==> src/include/sbte_pkg.sv <==
// constants and types of the serial byte transfer engine
package sbte_pkg;
  // ****************************************************************
  // register indexes; byte address is four times the index
  // ****************************************************************
  localparam logic [31:0] SER_CTRL_IDX = 32'hFFFF81C2;
  localparam logic [31:0] DESC_BASE_IDX = 32'hFFFF8708;
  localparam logic [31:0] ACT_EN_IDX = 32'hFFFF8710;
  localparam logic [31:0] STATUS_IDX = 32'hFFFF8714;
  localparam logic [31:0] SER_CTRL_ADDR = SER_CTRL_IDX << 2;
  localparam logic [31:0] DESC_BASE_ADDR = DESC_BASE_IDX << 2;
  localparam logic [31:0] ACT_EN_ADDR = ACT_EN_IDX << 2;
  localparam logic [31:0] STATUS_ADDR = STATUS_IDX << 2;
  localparam logic [7:0] SER_CTRL_RST = 8'h00;
  localparam logic [15:0] DESC_BASE_RST = 16'h0000;
  localparam logic [15:0] ACT_EN_RST = 16'h0000;
  // ****************************************************************
  // field positions
  // ****************************************************************
  localparam int ACT_TX_BIT = 2;
  localparam int ACT_RX_BIT = 3;
  localparam int SC_TX_IRQ_ON = 7;
  localparam int SC_RX_IRQ_ON = 6;
  localparam int SC_TX_ON = 5;
  localparam int SC_RX_ON = 4;
  localparam int SC_MULTINODE_IRQ_ON = 3;
  localparam int SC_TX_DONE_IRQ_ON = 2;
  localparam logic [1:0] CKS_INT_PIN_IN = 2'h1;
  localparam logic [2:0] HSIZE_WORD = 3'h2;
  // ****************************************************************
  // descriptor layout and engine address space
  // ****************************************************************
  localparam logic [1:0] AM_FIXED = 2'h0;
  localparam logic [1:0] AM_INC = 2'h2;
  localparam logic [1:0] AM_DEC = 2'h3;
  localparam logic [1:0] KIND_NORMAL = 2'h0;
  localparam logic [1:0] SIZE_BYTE = 2'h0;
  localparam logic [31:0] TX_DESC_OFS = 32'h00000020;
  localparam logic [31:0] RX_DESC_OFS = 32'h00000030;
  localparam logic [1:0] DESC_LAST_WORD = 2'h2;
  localparam logic [31:0] TX_HOLD_ADDR = 32'hFFFF81C3;
  localparam logic [31:0] RX_HOLD_ADDR = 32'hFFFF81C5;

  typedef struct packed {
    logic [1:0] source_addr_mode;
    logic [1:0] dest_addr_step;
    logic [1:0] transfer_kind;
    logic [1:0] transfer_size;
    logic block_side_sel;
    logic chain_on;
    logic irq_every_transfer;
    logic nmi_behaviour;
    logic [3:0] spare;
  } sbte_mode_t;

  typedef struct packed {
    sbte_mode_t mode;
    logic [15:0] count;
    logic [31:0] source;
    logic [31:0] destination;
  } sbte_desc_t;

  typedef enum logic [2:0] {
    ST_IDLE = 3'h0,
    ST_FETCH = 3'h1,
    ST_SUSP = 3'h2,
    ST_SRC = 3'h3,
    ST_DST = 3'h4,
    ST_WBACK = 3'h5,
    ST_DONE = 3'h6
  } sbte_state_t;
endpackage

==> src/design/sbte_engine.sv <==
// serial byte transfer engine: ahb-lite registers, descriptor engine, event gating
//
// Chosen here: the AHB-Lite register port.
`timescale 1ns/100ps

// Summary of operation
// - source mode 00 keeps the source address unchanged after every transfer.
// - destination mode 10 advances the destination address after each transfer.
// - transfer kind 00 selects normal transfer operation.
// - transfer size 00 moves exactly one byte per transfer.
// - block side select bit 7 is ignored in normal operation.
// - chain bit 0 means no further descriptor after the current one.
// - with bit 5 clear, interrupt only once the programmed count has finished.
// - with bit 4 clear, a pending transfer suspends while nmi is active.
// - count word holds the number of transfers still to perform.
// - each descriptor holds a 32-bit source address.
// - each descriptor holds a 32-bit destination address.
// - base register gives the upper 16 address bits of the descriptors.
// - activation bit 2 lets the transmit request start a transfer.
// - activation bit 3 lets the receive request start a transfer.
// - serial control bit 7 enables transmit-empty requests.
// - serial control bit 6 enables receive-full and receive-error requests.
// - serial control bit 5 enables the transmitter.
// - serial control bit 4 enables the receiver.
// - bit 3 acts only in asynchronous multinode mode.
// - serial control bit 2 clear suppresses transmit-end requests.
// - clock select 01 picks internal clock, serial clock pin as input.
// - 8-bit receive holding register keeps the latest byte, fixed source.
module sbte_engine (
  input wire logic hclk,
  input wire logic hresetn,
  input wire logic hsel,
  input wire logic [31:0] haddr,
  input wire logic [1:0] htrans,
  input wire logic hwrite,
  input wire logic [2:0] hsize,
  input wire logic [31:0] hwdata,
  input wire logic hready,
  output logic [31:0] hrdata,
  output logic hreadyout,
  output logic hresp,
  output logic mem_req,
  output logic mem_we,
  output logic [31:0] mem_addr,
  output logic [31:0] mem_wdata,
  output logic [3:0] mem_be,
  input wire logic [31:0] mem_rdata,
  input wire logic mem_ack,
  input wire logic tx_empty_evt,
  input wire logic rx_full_evt,
  input wire logic rx_err_evt,
  input wire logic tx_end_evt,
  input wire logic multinode_evt,
  input wire logic async_mode,
  input wire logic multinode_mode,
  input wire logic [7:0] rx_byte,
  input wire logic nmi,
  output logic [7:0] tx_byte,
  output logic tx_load,
  output logic tx_on,
  output logic rx_on,
  output logic clk_internal,
  output logic sck_dir_in,
  output logic tx_empty_irq,
  output logic rx_full_irq,
  output logic rx_error_irq,
  output logic tx_done_irq,
  output logic multinode_irq
);
  logic [31:0] hrdata_reg;
  logic ahb_wr_reg;
  logic [31:0] ahb_addr_reg;
  logic [7:0] ser_ctrl_reg;
  logic [15:0] desc_base_reg;
  logic [15:0] act_en_reg;
  logic [15:0] act_en_next;
  logic pend_tx_reg;
  logic pend_rx_reg;
  logic nmi_s1_reg;
  logic nmi_s2_reg;
  logic [7:0] rx_hold_reg;
  sbte_pkg::sbte_state_t state_reg;
  sbte_pkg::sbte_desc_t desc_reg;
  logic ch_rx_reg;
  logic [1:0] idx_reg;
  logic [7:0] data_reg;
  logic mem_req_reg;
  logic mem_we_reg;
  logic [31:0] mem_addr_reg;
  logic [31:0] mem_wdata_reg;
  logic [3:0] mem_be_reg;
  logic [7:0] tx_byte_reg;
  logic tx_load_reg;
  logic tx_on_reg;
  logic rx_on_reg;
  logic clk_internal_reg;
  logic sck_dir_in_reg;
  logic tx_irq_reg;
  logic rx_irq_reg;
  logic err_irq_reg;
  logic tend_irq_reg;
  logic mn_irq_reg;

  // ****************************************************************
  // ahb-lite slave: zero wait state, reads have no side effect
  // ****************************************************************
  wire ahb_go = hsel & hready & htrans[1] & (hsize == sbte_pkg::HSIZE_WORD);

  function automatic logic [31:0] rd_value(input logic [31:0] a);
    logic [31:0] v;
    v = 32'h00000000;
    if (a == sbte_pkg::SER_CTRL_ADDR) v = {24'h000000, ser_ctrl_reg};
    if (a == sbte_pkg::DESC_BASE_ADDR) v = {16'h0000, desc_base_reg};
    if (a == sbte_pkg::ACT_EN_ADDR) v = {16'h0000, act_en_reg};
    if (a == sbte_pkg::STATUS_ADDR) begin
      v = {16'h0000, rx_hold_reg, 2'h0, nmi_s2_reg, pend_rx_reg, pend_tx_reg, state_reg};
    end
    return v;
  endfunction

  always_ff @(posedge hclk or negedge hresetn) begin
    if (!hresetn) begin
      ahb_wr_reg <= 1'b0;
      ahb_addr_reg <= 32'h00000000;
      hrdata_reg <= 32'h00000000;
    end else begin
      ahb_wr_reg <= ahb_go & hwrite;
      if (ahb_go) begin
        ahb_addr_reg <= haddr;
      end
      hrdata_reg <= (ahb_go & ~hwrite) ? rd_value(haddr) : 32'h00000000;
    end
  end

  // ****************************************************************
  // software registers
  // ****************************************************************
  wire wr_sc = ahb_wr_reg & (ahb_addr_reg == sbte_pkg::SER_CTRL_ADDR);
  wire wr_base = ahb_wr_reg & (ahb_addr_reg == sbte_pkg::DESC_BASE_ADDR);
  wire wr_act = ahb_wr_reg & (ahb_addr_reg == sbte_pkg::ACT_EN_ADDR);
  wire fin_zero = (state_reg == sbte_pkg::ST_DONE) && (desc_reg.count == 16'h0000);

  // a channel that runs out is switched off even if software writes the same cycle
  always_comb begin
    act_en_next = wr_act ? hwdata[15:0] : act_en_reg;
    if (fin_zero) begin
      act_en_next[ch_rx_reg ? sbte_pkg::ACT_RX_BIT : sbte_pkg::ACT_TX_BIT] = 1'b0;
    end
  end

  always_ff @(posedge hclk or negedge hresetn) begin
    if (!hresetn) begin
      ser_ctrl_reg <= sbte_pkg::SER_CTRL_RST;
      desc_base_reg <= sbte_pkg::DESC_BASE_RST;
      act_en_reg <= sbte_pkg::ACT_EN_RST;
    end else begin
      if (wr_sc) ser_ctrl_reg <= hwdata[7:0];
      if (wr_base) desc_base_reg <= hwdata[15:0];
      act_en_reg <= act_en_next;
    end
  end

  // ****************************************************************
  // serial channel controls and receive holding register
  // ****************************************************************
  always_ff @(posedge hclk or negedge hresetn) begin
    if (!hresetn) begin
      tx_on_reg <= 1'b0;
      rx_on_reg <= 1'b0;
      clk_internal_reg <= 1'b1;
      sck_dir_in_reg <= 1'b0;
      rx_hold_reg <= 8'h00;
    end else begin
      tx_on_reg <= ser_ctrl_reg[sbte_pkg::SC_TX_ON];
      rx_on_reg <= ser_ctrl_reg[sbte_pkg::SC_RX_ON];
      clk_internal_reg <= ~ser_ctrl_reg[1];
      sck_dir_in_reg <= (ser_ctrl_reg[1:0] == sbte_pkg::CKS_INT_PIN_IN);
      if (rx_full_evt) rx_hold_reg <= rx_byte;
    end
  end

  // ****************************************************************
  // request gating, pending flags and cpu interrupts
  // ****************************************************************
  wire tx_req = tx_empty_evt & ser_ctrl_reg[sbte_pkg::SC_TX_IRQ_ON];
  wire rx_req = rx_full_evt & ser_ctrl_reg[sbte_pkg::SC_RX_IRQ_ON];
  wire act_tx = act_en_reg[sbte_pkg::ACT_TX_BIT];
  wire act_rx = act_en_reg[sbte_pkg::ACT_RX_BIT];
  wire take_rx = (state_reg == sbte_pkg::ST_IDLE) & pend_rx_reg;
  wire take_tx = (state_reg == sbte_pkg::ST_IDLE) & ~pend_rx_reg & pend_tx_reg;
  wire fin_any = (state_reg == sbte_pkg::ST_DONE);
  wire fin_irq = fin_zero | (fin_any & desc_reg.mode.irq_every_transfer);

  always_ff @(posedge hclk or negedge hresetn) begin
    if (!hresetn) begin
      pend_tx_reg <= 1'b0;
      pend_rx_reg <= 1'b0;
    end else begin
      // a new request in the take cycle is kept: set wins over clear
      pend_tx_reg <= (pend_tx_reg & ~take_tx) | (tx_req & act_tx);
      pend_rx_reg <= (pend_rx_reg & ~take_rx) | (rx_req & act_rx);
    end
  end

  always_ff @(posedge hclk or negedge hresetn) begin
    if (!hresetn) begin
      tx_irq_reg <= 1'b0;
      rx_irq_reg <= 1'b0;
      err_irq_reg <= 1'b0;
      tend_irq_reg <= 1'b0;
      mn_irq_reg <= 1'b0;
    end else begin
      tx_irq_reg <= (tx_req & ~act_tx) | (fin_irq & ~ch_rx_reg);
      rx_irq_reg <= (rx_req & ~act_rx) | (fin_irq & ch_rx_reg);
      err_irq_reg <= rx_err_evt & ser_ctrl_reg[sbte_pkg::SC_RX_IRQ_ON];
      tend_irq_reg <= tx_end_evt & ser_ctrl_reg[sbte_pkg::SC_TX_DONE_IRQ_ON];
      mn_irq_reg <= multinode_evt & ser_ctrl_reg[sbte_pkg::SC_MULTINODE_IRQ_ON]
                    & async_mode & multinode_mode;
    end
  end

  // nmi is a pin: two flops before the engine looks at it
  always_ff @(posedge hclk or negedge hresetn) begin
    if (!hresetn) begin
      nmi_s1_reg <= 1'b0;
      nmi_s2_reg <= 1'b0;
    end else begin
      nmi_s1_reg <= nmi;
      nmi_s2_reg <= nmi_s1_reg;
    end
  end

  // ****************************************************************
  // descriptor engine
  // ****************************************************************
  // only byte lanes move; larger sizes still step the address by their width
  function automatic logic [31:0] step(input logic [31:0] a, input logic [1:0] m,
                                       input logic [1:0] sz);
    logic [31:0] inc;
    inc = 32'h00000001 << sz;
    unique case (m)
      sbte_pkg::AM_INC: step = a + inc;
      sbte_pkg::AM_DEC: step = a - inc;
      default: step = a;
    endcase
  endfunction

  wire [31:0] desc_addr = {desc_base_reg, 16'h0000}
                          + (ch_rx_reg ? sbte_pkg::RX_DESC_OFS : sbte_pkg::TX_DESC_OFS)
                          + {28'h0000000, idx_reg, 2'h0};
  wire mem_done = mem_req_reg & mem_ack;
  wire [31:0] src_word = mem_rdata >> {desc_reg.source[1:0], 3'h0};
  logic [31:0] wb_word;

  always_comb begin
    unique case (idx_reg)
      2'h0: wb_word = {desc_reg.mode, desc_reg.count};
      2'h1: wb_word = desc_reg.source;
      default: wb_word = desc_reg.destination;
    endcase
  end

  // transfer_kind, block_side_sel and chain_on are held but all kinds run as normal
  always_ff @(posedge hclk or negedge hresetn) begin
    if (!hresetn) begin
      state_reg <= sbte_pkg::ST_IDLE;
      desc_reg <= '0;
      ch_rx_reg <= 1'b0;
      idx_reg <= 2'h0;
      data_reg <= 8'h00;
      mem_req_reg <= 1'b0;
      mem_we_reg <= 1'b0;
      mem_addr_reg <= 32'h00000000;
      mem_wdata_reg <= 32'h00000000;
      mem_be_reg <= 4'h0;
      tx_byte_reg <= 8'h00;
      tx_load_reg <= 1'b0;
    end else begin
      tx_load_reg <= 1'b0;
      if (mem_done) mem_req_reg <= 1'b0;
      unique case (state_reg)
        sbte_pkg::ST_IDLE: begin
          if (pend_rx_reg | pend_tx_reg) begin
            ch_rx_reg <= pend_rx_reg;
            idx_reg <= 2'h0;
            state_reg <= sbte_pkg::ST_FETCH;
          end
        end
        sbte_pkg::ST_FETCH: begin
          if (!mem_req_reg) begin
            mem_req_reg <= 1'b1;
            mem_we_reg <= 1'b0;
            mem_addr_reg <= desc_addr;
            mem_be_reg <= 4'hF;
          end else if (mem_ack) begin
            idx_reg <= 2'(idx_reg + 2'h1);
            unique case (idx_reg)
              2'h0: {desc_reg.mode, desc_reg.count} <= mem_rdata;
              2'h1: desc_reg.source <= mem_rdata;
              default: desc_reg.destination <= mem_rdata;
            endcase
            if (idx_reg == sbte_pkg::DESC_LAST_WORD) begin
              state_reg <= sbte_pkg::ST_SUSP;
            end
          end
        end
        sbte_pkg::ST_SUSP: begin
          if (!nmi_s2_reg || desc_reg.mode.nmi_behaviour) begin
            state_reg <= sbte_pkg::ST_SRC;
          end
        end
        sbte_pkg::ST_SRC: begin
          if (desc_reg.source == sbte_pkg::RX_HOLD_ADDR) begin
            data_reg <= rx_hold_reg;
            state_reg <= sbte_pkg::ST_DST;
          end else if (!mem_req_reg) begin
            mem_req_reg <= 1'b1;
            mem_we_reg <= 1'b0;
            mem_addr_reg <= desc_reg.source;
            mem_be_reg <= 4'h0;
          end else if (mem_ack) begin
            data_reg <= src_word[7:0];
            state_reg <= sbte_pkg::ST_DST;
          end
        end
        sbte_pkg::ST_DST: begin
          if (desc_reg.destination == sbte_pkg::TX_HOLD_ADDR || mem_done) begin
            if (desc_reg.destination == sbte_pkg::TX_HOLD_ADDR) begin
              tx_byte_reg <= data_reg;
              tx_load_reg <= 1'b1;
            end
            desc_reg.source <= step(desc_reg.source, desc_reg.mode.source_addr_mode,
                                    desc_reg.mode.transfer_size);
            desc_reg.destination <= step(desc_reg.destination, desc_reg.mode.dest_addr_step,
                                         desc_reg.mode.transfer_size);
            desc_reg.count <= desc_reg.count - 16'h0001;
            idx_reg <= 2'h0;
            state_reg <= sbte_pkg::ST_WBACK;
          end else if (!mem_req_reg) begin
            mem_req_reg <= 1'b1;
            mem_we_reg <= 1'b1;
            mem_addr_reg <= desc_reg.destination;
            mem_wdata_reg <= {4{data_reg}};
            mem_be_reg <= 4'(4'h1 << desc_reg.destination[1:0]);
          end
        end
        sbte_pkg::ST_WBACK: begin
          if (!mem_req_reg) begin
            mem_req_reg <= 1'b1;
            mem_we_reg <= 1'b1;
            mem_addr_reg <= desc_addr;
            mem_wdata_reg <= wb_word;
            mem_be_reg <= 4'hF;
          end else if (mem_ack) begin
            idx_reg <= 2'(idx_reg + 2'h1);
            if (idx_reg == sbte_pkg::DESC_LAST_WORD) state_reg <= sbte_pkg::ST_DONE;
          end
        end
        sbte_pkg::ST_DONE: state_reg <= sbte_pkg::ST_IDLE;
        default: state_reg <= sbte_pkg::ST_IDLE;
      endcase
    end
  end

  // ****************************************************************
  // outputs
  // ****************************************************************
  assign hrdata = hrdata_reg;
  assign hreadyout = 1'b1;
  assign hresp = 1'b0;
  assign mem_req = mem_req_reg;
  assign mem_we = mem_we_reg;
  assign mem_addr = mem_addr_reg;
  assign mem_wdata = mem_wdata_reg;
  assign mem_be = mem_be_reg;
  assign tx_byte = tx_byte_reg;
  assign tx_load = tx_load_reg;
  assign tx_on = tx_on_reg;
  assign rx_on = rx_on_reg;
  assign clk_internal = clk_internal_reg;
  assign sck_dir_in = sck_dir_in_reg;
  assign tx_empty_irq = tx_irq_reg;
  assign rx_full_irq = rx_irq_reg;
  assign rx_error_irq = err_irq_reg;
  assign tx_done_irq = tend_irq_reg;
  assign multinode_irq = mn_irq_reg;

  wire step_done = (state_reg == sbte_pkg::ST_WBACK) && (idx_reg == 2'h0) && !mem_req_reg;
endmodule

==> config.mk <==
export PLATFORM = sky130hd
export DESIGN_NAME = sbte_engine
export DESIGN_NICKNAME = d
export VERILOG_FILES = /design/src/include/sbte_pkg.sv /design/src/design/sbte_engine.sv
export SDC_FILE = /design/constraint.sdc
export NUM_CORES = 1
export LEC_CHECK = 0
export ABC_AREA = 1
export BUFFER_PORTS_ARGS = -buffer_cell sky130_fd_sc_hd__buf_2
export CELL_PAD_IN_SITES_DETAIL_PLACEMENT = 1
export CELL_PAD_IN_SITES_GLOBAL_PLACEMENT = 1
export CORE_MARGIN = 8
export CORE_UTILIZATION = 43
export CTS_CLUSTER_DIAMETER = 100
export DETAILED_ROUTE_END_ITERATION = 6
export GPL_ROUTABILITY_DRIVEN = 0
export PLACE_DENSITY = 0.91
export SYNTH_ARGS = -nofsm -noshare
export SYNTH_HDL_FRONTEND = slang
export SYNTH_SLANG_ARGS = --single-unit
==> constraint.sdc <==
create_clock -name hclk -period 3.5 [get_ports hclk]
set_input_delay 0 -clock hclk [delete_from_list [all_inputs] [get_ports hclk]]
set_output_delay 0 -clock hclk [all_outputs]
set_load 0.05 [all_outputs]
==> metrics <==
Clk Latency, worst-skew pair 560 ps; max reg flops 96; H-tree levels 2; Critical Path Start Type flop; RSZ-0062 raised after global routing false; Rel. slew slack between 20% and 30%; Fin. Hold Viols 3; status complete, but fails checks; Die Wd 230 µm; filler cell count 5819; Vias/cell approximately 6; maxcap violations 0; internal power 0.0105 W; DR vias 22.7k; Die Ht roughly 230 µm; register area share after synthesis 38.1%; Pleak 12.3 nW; share of power burned in registers between 20 and 25%; sw frac between 50% and 60%; required time worst endpoint 3910 ps; Routed WL 94.5 mm; share of cells above drive strength 1 between 10 and 15%; Row Count 78; Hold Slack -12.5 ps; Syn. warnings 0; Cells after Synth roughly 2.8k; Reg2Reg Setup Slack 200 ps; peak supply drop 0.000524 V; power per cell area 1000 mW/mm²; Inserted Clock Buffers 35; initial detailed-routing violation count 2867; Worst-path clk slew 70 ps; Tmin final roughly 3300 ps; global-route wire length before repair roughly 140 mm; first drt pass iteration count 7; count leader, synth nand2_1; grt ovf 0; synthesis-to-layout area growth 18.7%; endpoints failing setup 0; peak fanout along the critical path 37; total core area 0.0452 mm²; Routed wire per std cell around 25 µm; largest net degree at the start of global routing 110; Final nets approximately 3.3k; top-level I/O count 245; Final Cell Area 0.0233 mm²; mapped cell area 0.0196 mm²; CTS Buffer Depth 3; Mean Syn Cell Area between 6 and 7 µm²; Detail Route Antenna Nets 0; hpwl dp around 63 mm; Post-synth EDFFs 0; Period Utilization, post-route 94.4%; Max Clk Rate 303 MHz; Tot GR Track Use approximately a third; CP arrival 3710 ps; Clock Sinks around 300; Gate power share 58.6%; area leader, netlist dfrtp_1; synth top area cells dfrtp_1, nand2_1, inv_1; failing checks DRC, hold timing; Worst R2R Path Depth 9; Psw 0.0128 W; setup_tns 0 ps; synthesized flop and latch total 299; starting density of the core 43.5%; post_cts resized 0; CTS tree yes; Yosys top cell area share 38.0%; initial antenna violation count 7; Synth top cells by count nand2_1, inv_1, nor2_1; Die Area roughly 0.053 mm²; Crit Path Category reg2reg; Synth cell types 54; top_reg_cell synth dfrtp_1; async set or reset register ratio after synthesis 100%; slew of the pin with the lowest slew margin 1150 ps; Clock power frac between 10% and 20%; vias in the first global route roughly 24k; Fin Clk Skew 27.3 ps; Port-buffer cells about 210; # DRC 1; Root Buffer clkbuf_16; placed standard-cell area 0.0211 mm²; Setup crit end kind flop; Final Max Slew Viols 0; Hold Path Class in2async; # Post-CTS Setup Buffers 0
==> worst max-delay path, stage by stage (launching register included) <==
cell and delay (ps):
dfrtp_1 640, nor2_4 90, nand2_2 360, inv_2 130, nand3_2 310, inv_2 150, a21oi_4 590, nand2_4 470
nand2_1 250, nand2_1 150
==> layout by cell type (no fill, tap or decap), types with 18 or more instances in the layout <==
master and count:
nand2_1 819, inv_1 363, nor2_1 309, dfrtp_1 298, o21ai_0 260, buf_2 208, nand3_1 159, dlygate4sd3_1 107
a21oi_1 104, ha_1 69, o22ai_1 41, a31oi_1 37, clkbuf_16 35, a21boi_1 30, nand4_1 29, o221ai_1 26
buf_4 23, nand3b_1 22, conb_1 18
==> per-stage QoR <==
| stage | instances | util, % | hold slack (ps) | setup WS, ps | total power (W) |
|---|---|---|---|---|---|
| 2_1_floorplan | 2843 | - | -296 | 897 | 0.0145 |
| 3_3_place_gp | 3562 | 46.6 | -5.32 | 534 | 0.0177 |
| 3_5_place_dp | 3562 | 46.6 | -0.413 | 300 | 0.0184 |
| 4_1_cts | 3728 | 51.5 | 10.4 | 182 | 0.0226 |
| 5_1_grt | 3730 | 51.6 | 26.2 | 16.4 | 0.0244 |
| 6_report | 3731 | 51.6 | -12.5 | 196 | 0.0233 |
==> power by group through the flow <==
| stage | clock network [W] | registers, W | logic, W |
|---|---|---|---|
| 2_1_floorplan | 0 | 0.00658 | 0.00789 |
| 3_3_place_gp | 0 | 0.00559 | 0.0121 |
| 3_5_place_dp | 0 | 0.00564 | 0.0128 |
| 4_1_cts | 0.00383 | 0.00565 | 0.0131 |
| 5_1_grt | 0.00398 | 0.00579 | 0.0147 |
| 6_report | 0.00390 | 0.00575 | 0.0137 |
==> cell type report <==
| cell class | instances | area, µm² | share of cell area (%) |
|---|---|---|---|
| sequential | 299 | 7480 | 32.1 |
| multi-input combinational | 2057 | 10200 | 43.7 |
| clock inverter | 12 | 149 | 0.639 |
| inverter | 373 | 1400 | 6.01 |
| clock buffer | 47 | 1000 | 4.29 |
| tap | 600 | 751 | 3.22 |
| timing repair buffer | 341 | 2340 | 10.0 |
| antenna | 2 | 5.00 | 0.0215 |
==> final timing paths <==
path | endpoint | from
worst max-delay path | mem_addr[2] | state_reg[1]
worst min-delay path | hrdata[8] | hresetn
worst max register to register | mem_addr[2] | state_reg[1]
worst min register to register | nmi_s2_reg | nmi_s1_reg
max in group asynchronous | desc_reg[95] | hresetn
min in group hclk | desc_reg[42] | mem_rdata[10]
==> per-layer routing <==
metal	global-route usage [%]	part of all wire (%)	vias up
li1	-	-	9699
met1	41.1	37	11100
met2	56.0	46	1473
met3	8.13	10	451
met4	21.5	7.2	2
met5	0	0.013	-
==> cell families (layout without fill, tap and decap cells) <==
family	Yosys count	in the layout	share of synthesized area [%]
fa+ha+maj	71	71	4.60
flops	299	299	38.1
other cells	2	20	0.0382
simple gates	1406	1406	30.2
xor+xnor	8	8	0.357
mux	8	8	0.459
buf+inv	488	773	10.4
compound gates	545	546	15.8
==> timing repair <==
| item | 4_1_cts | 5_1_grt |
|---|---|---|
| hold buffers | 107 | 0 |
| endpoints found under the setup margin | 0 | 35 |
| endpoints found under the hold margin | 233 | 0 |
(Power assumes the default switching activity.)
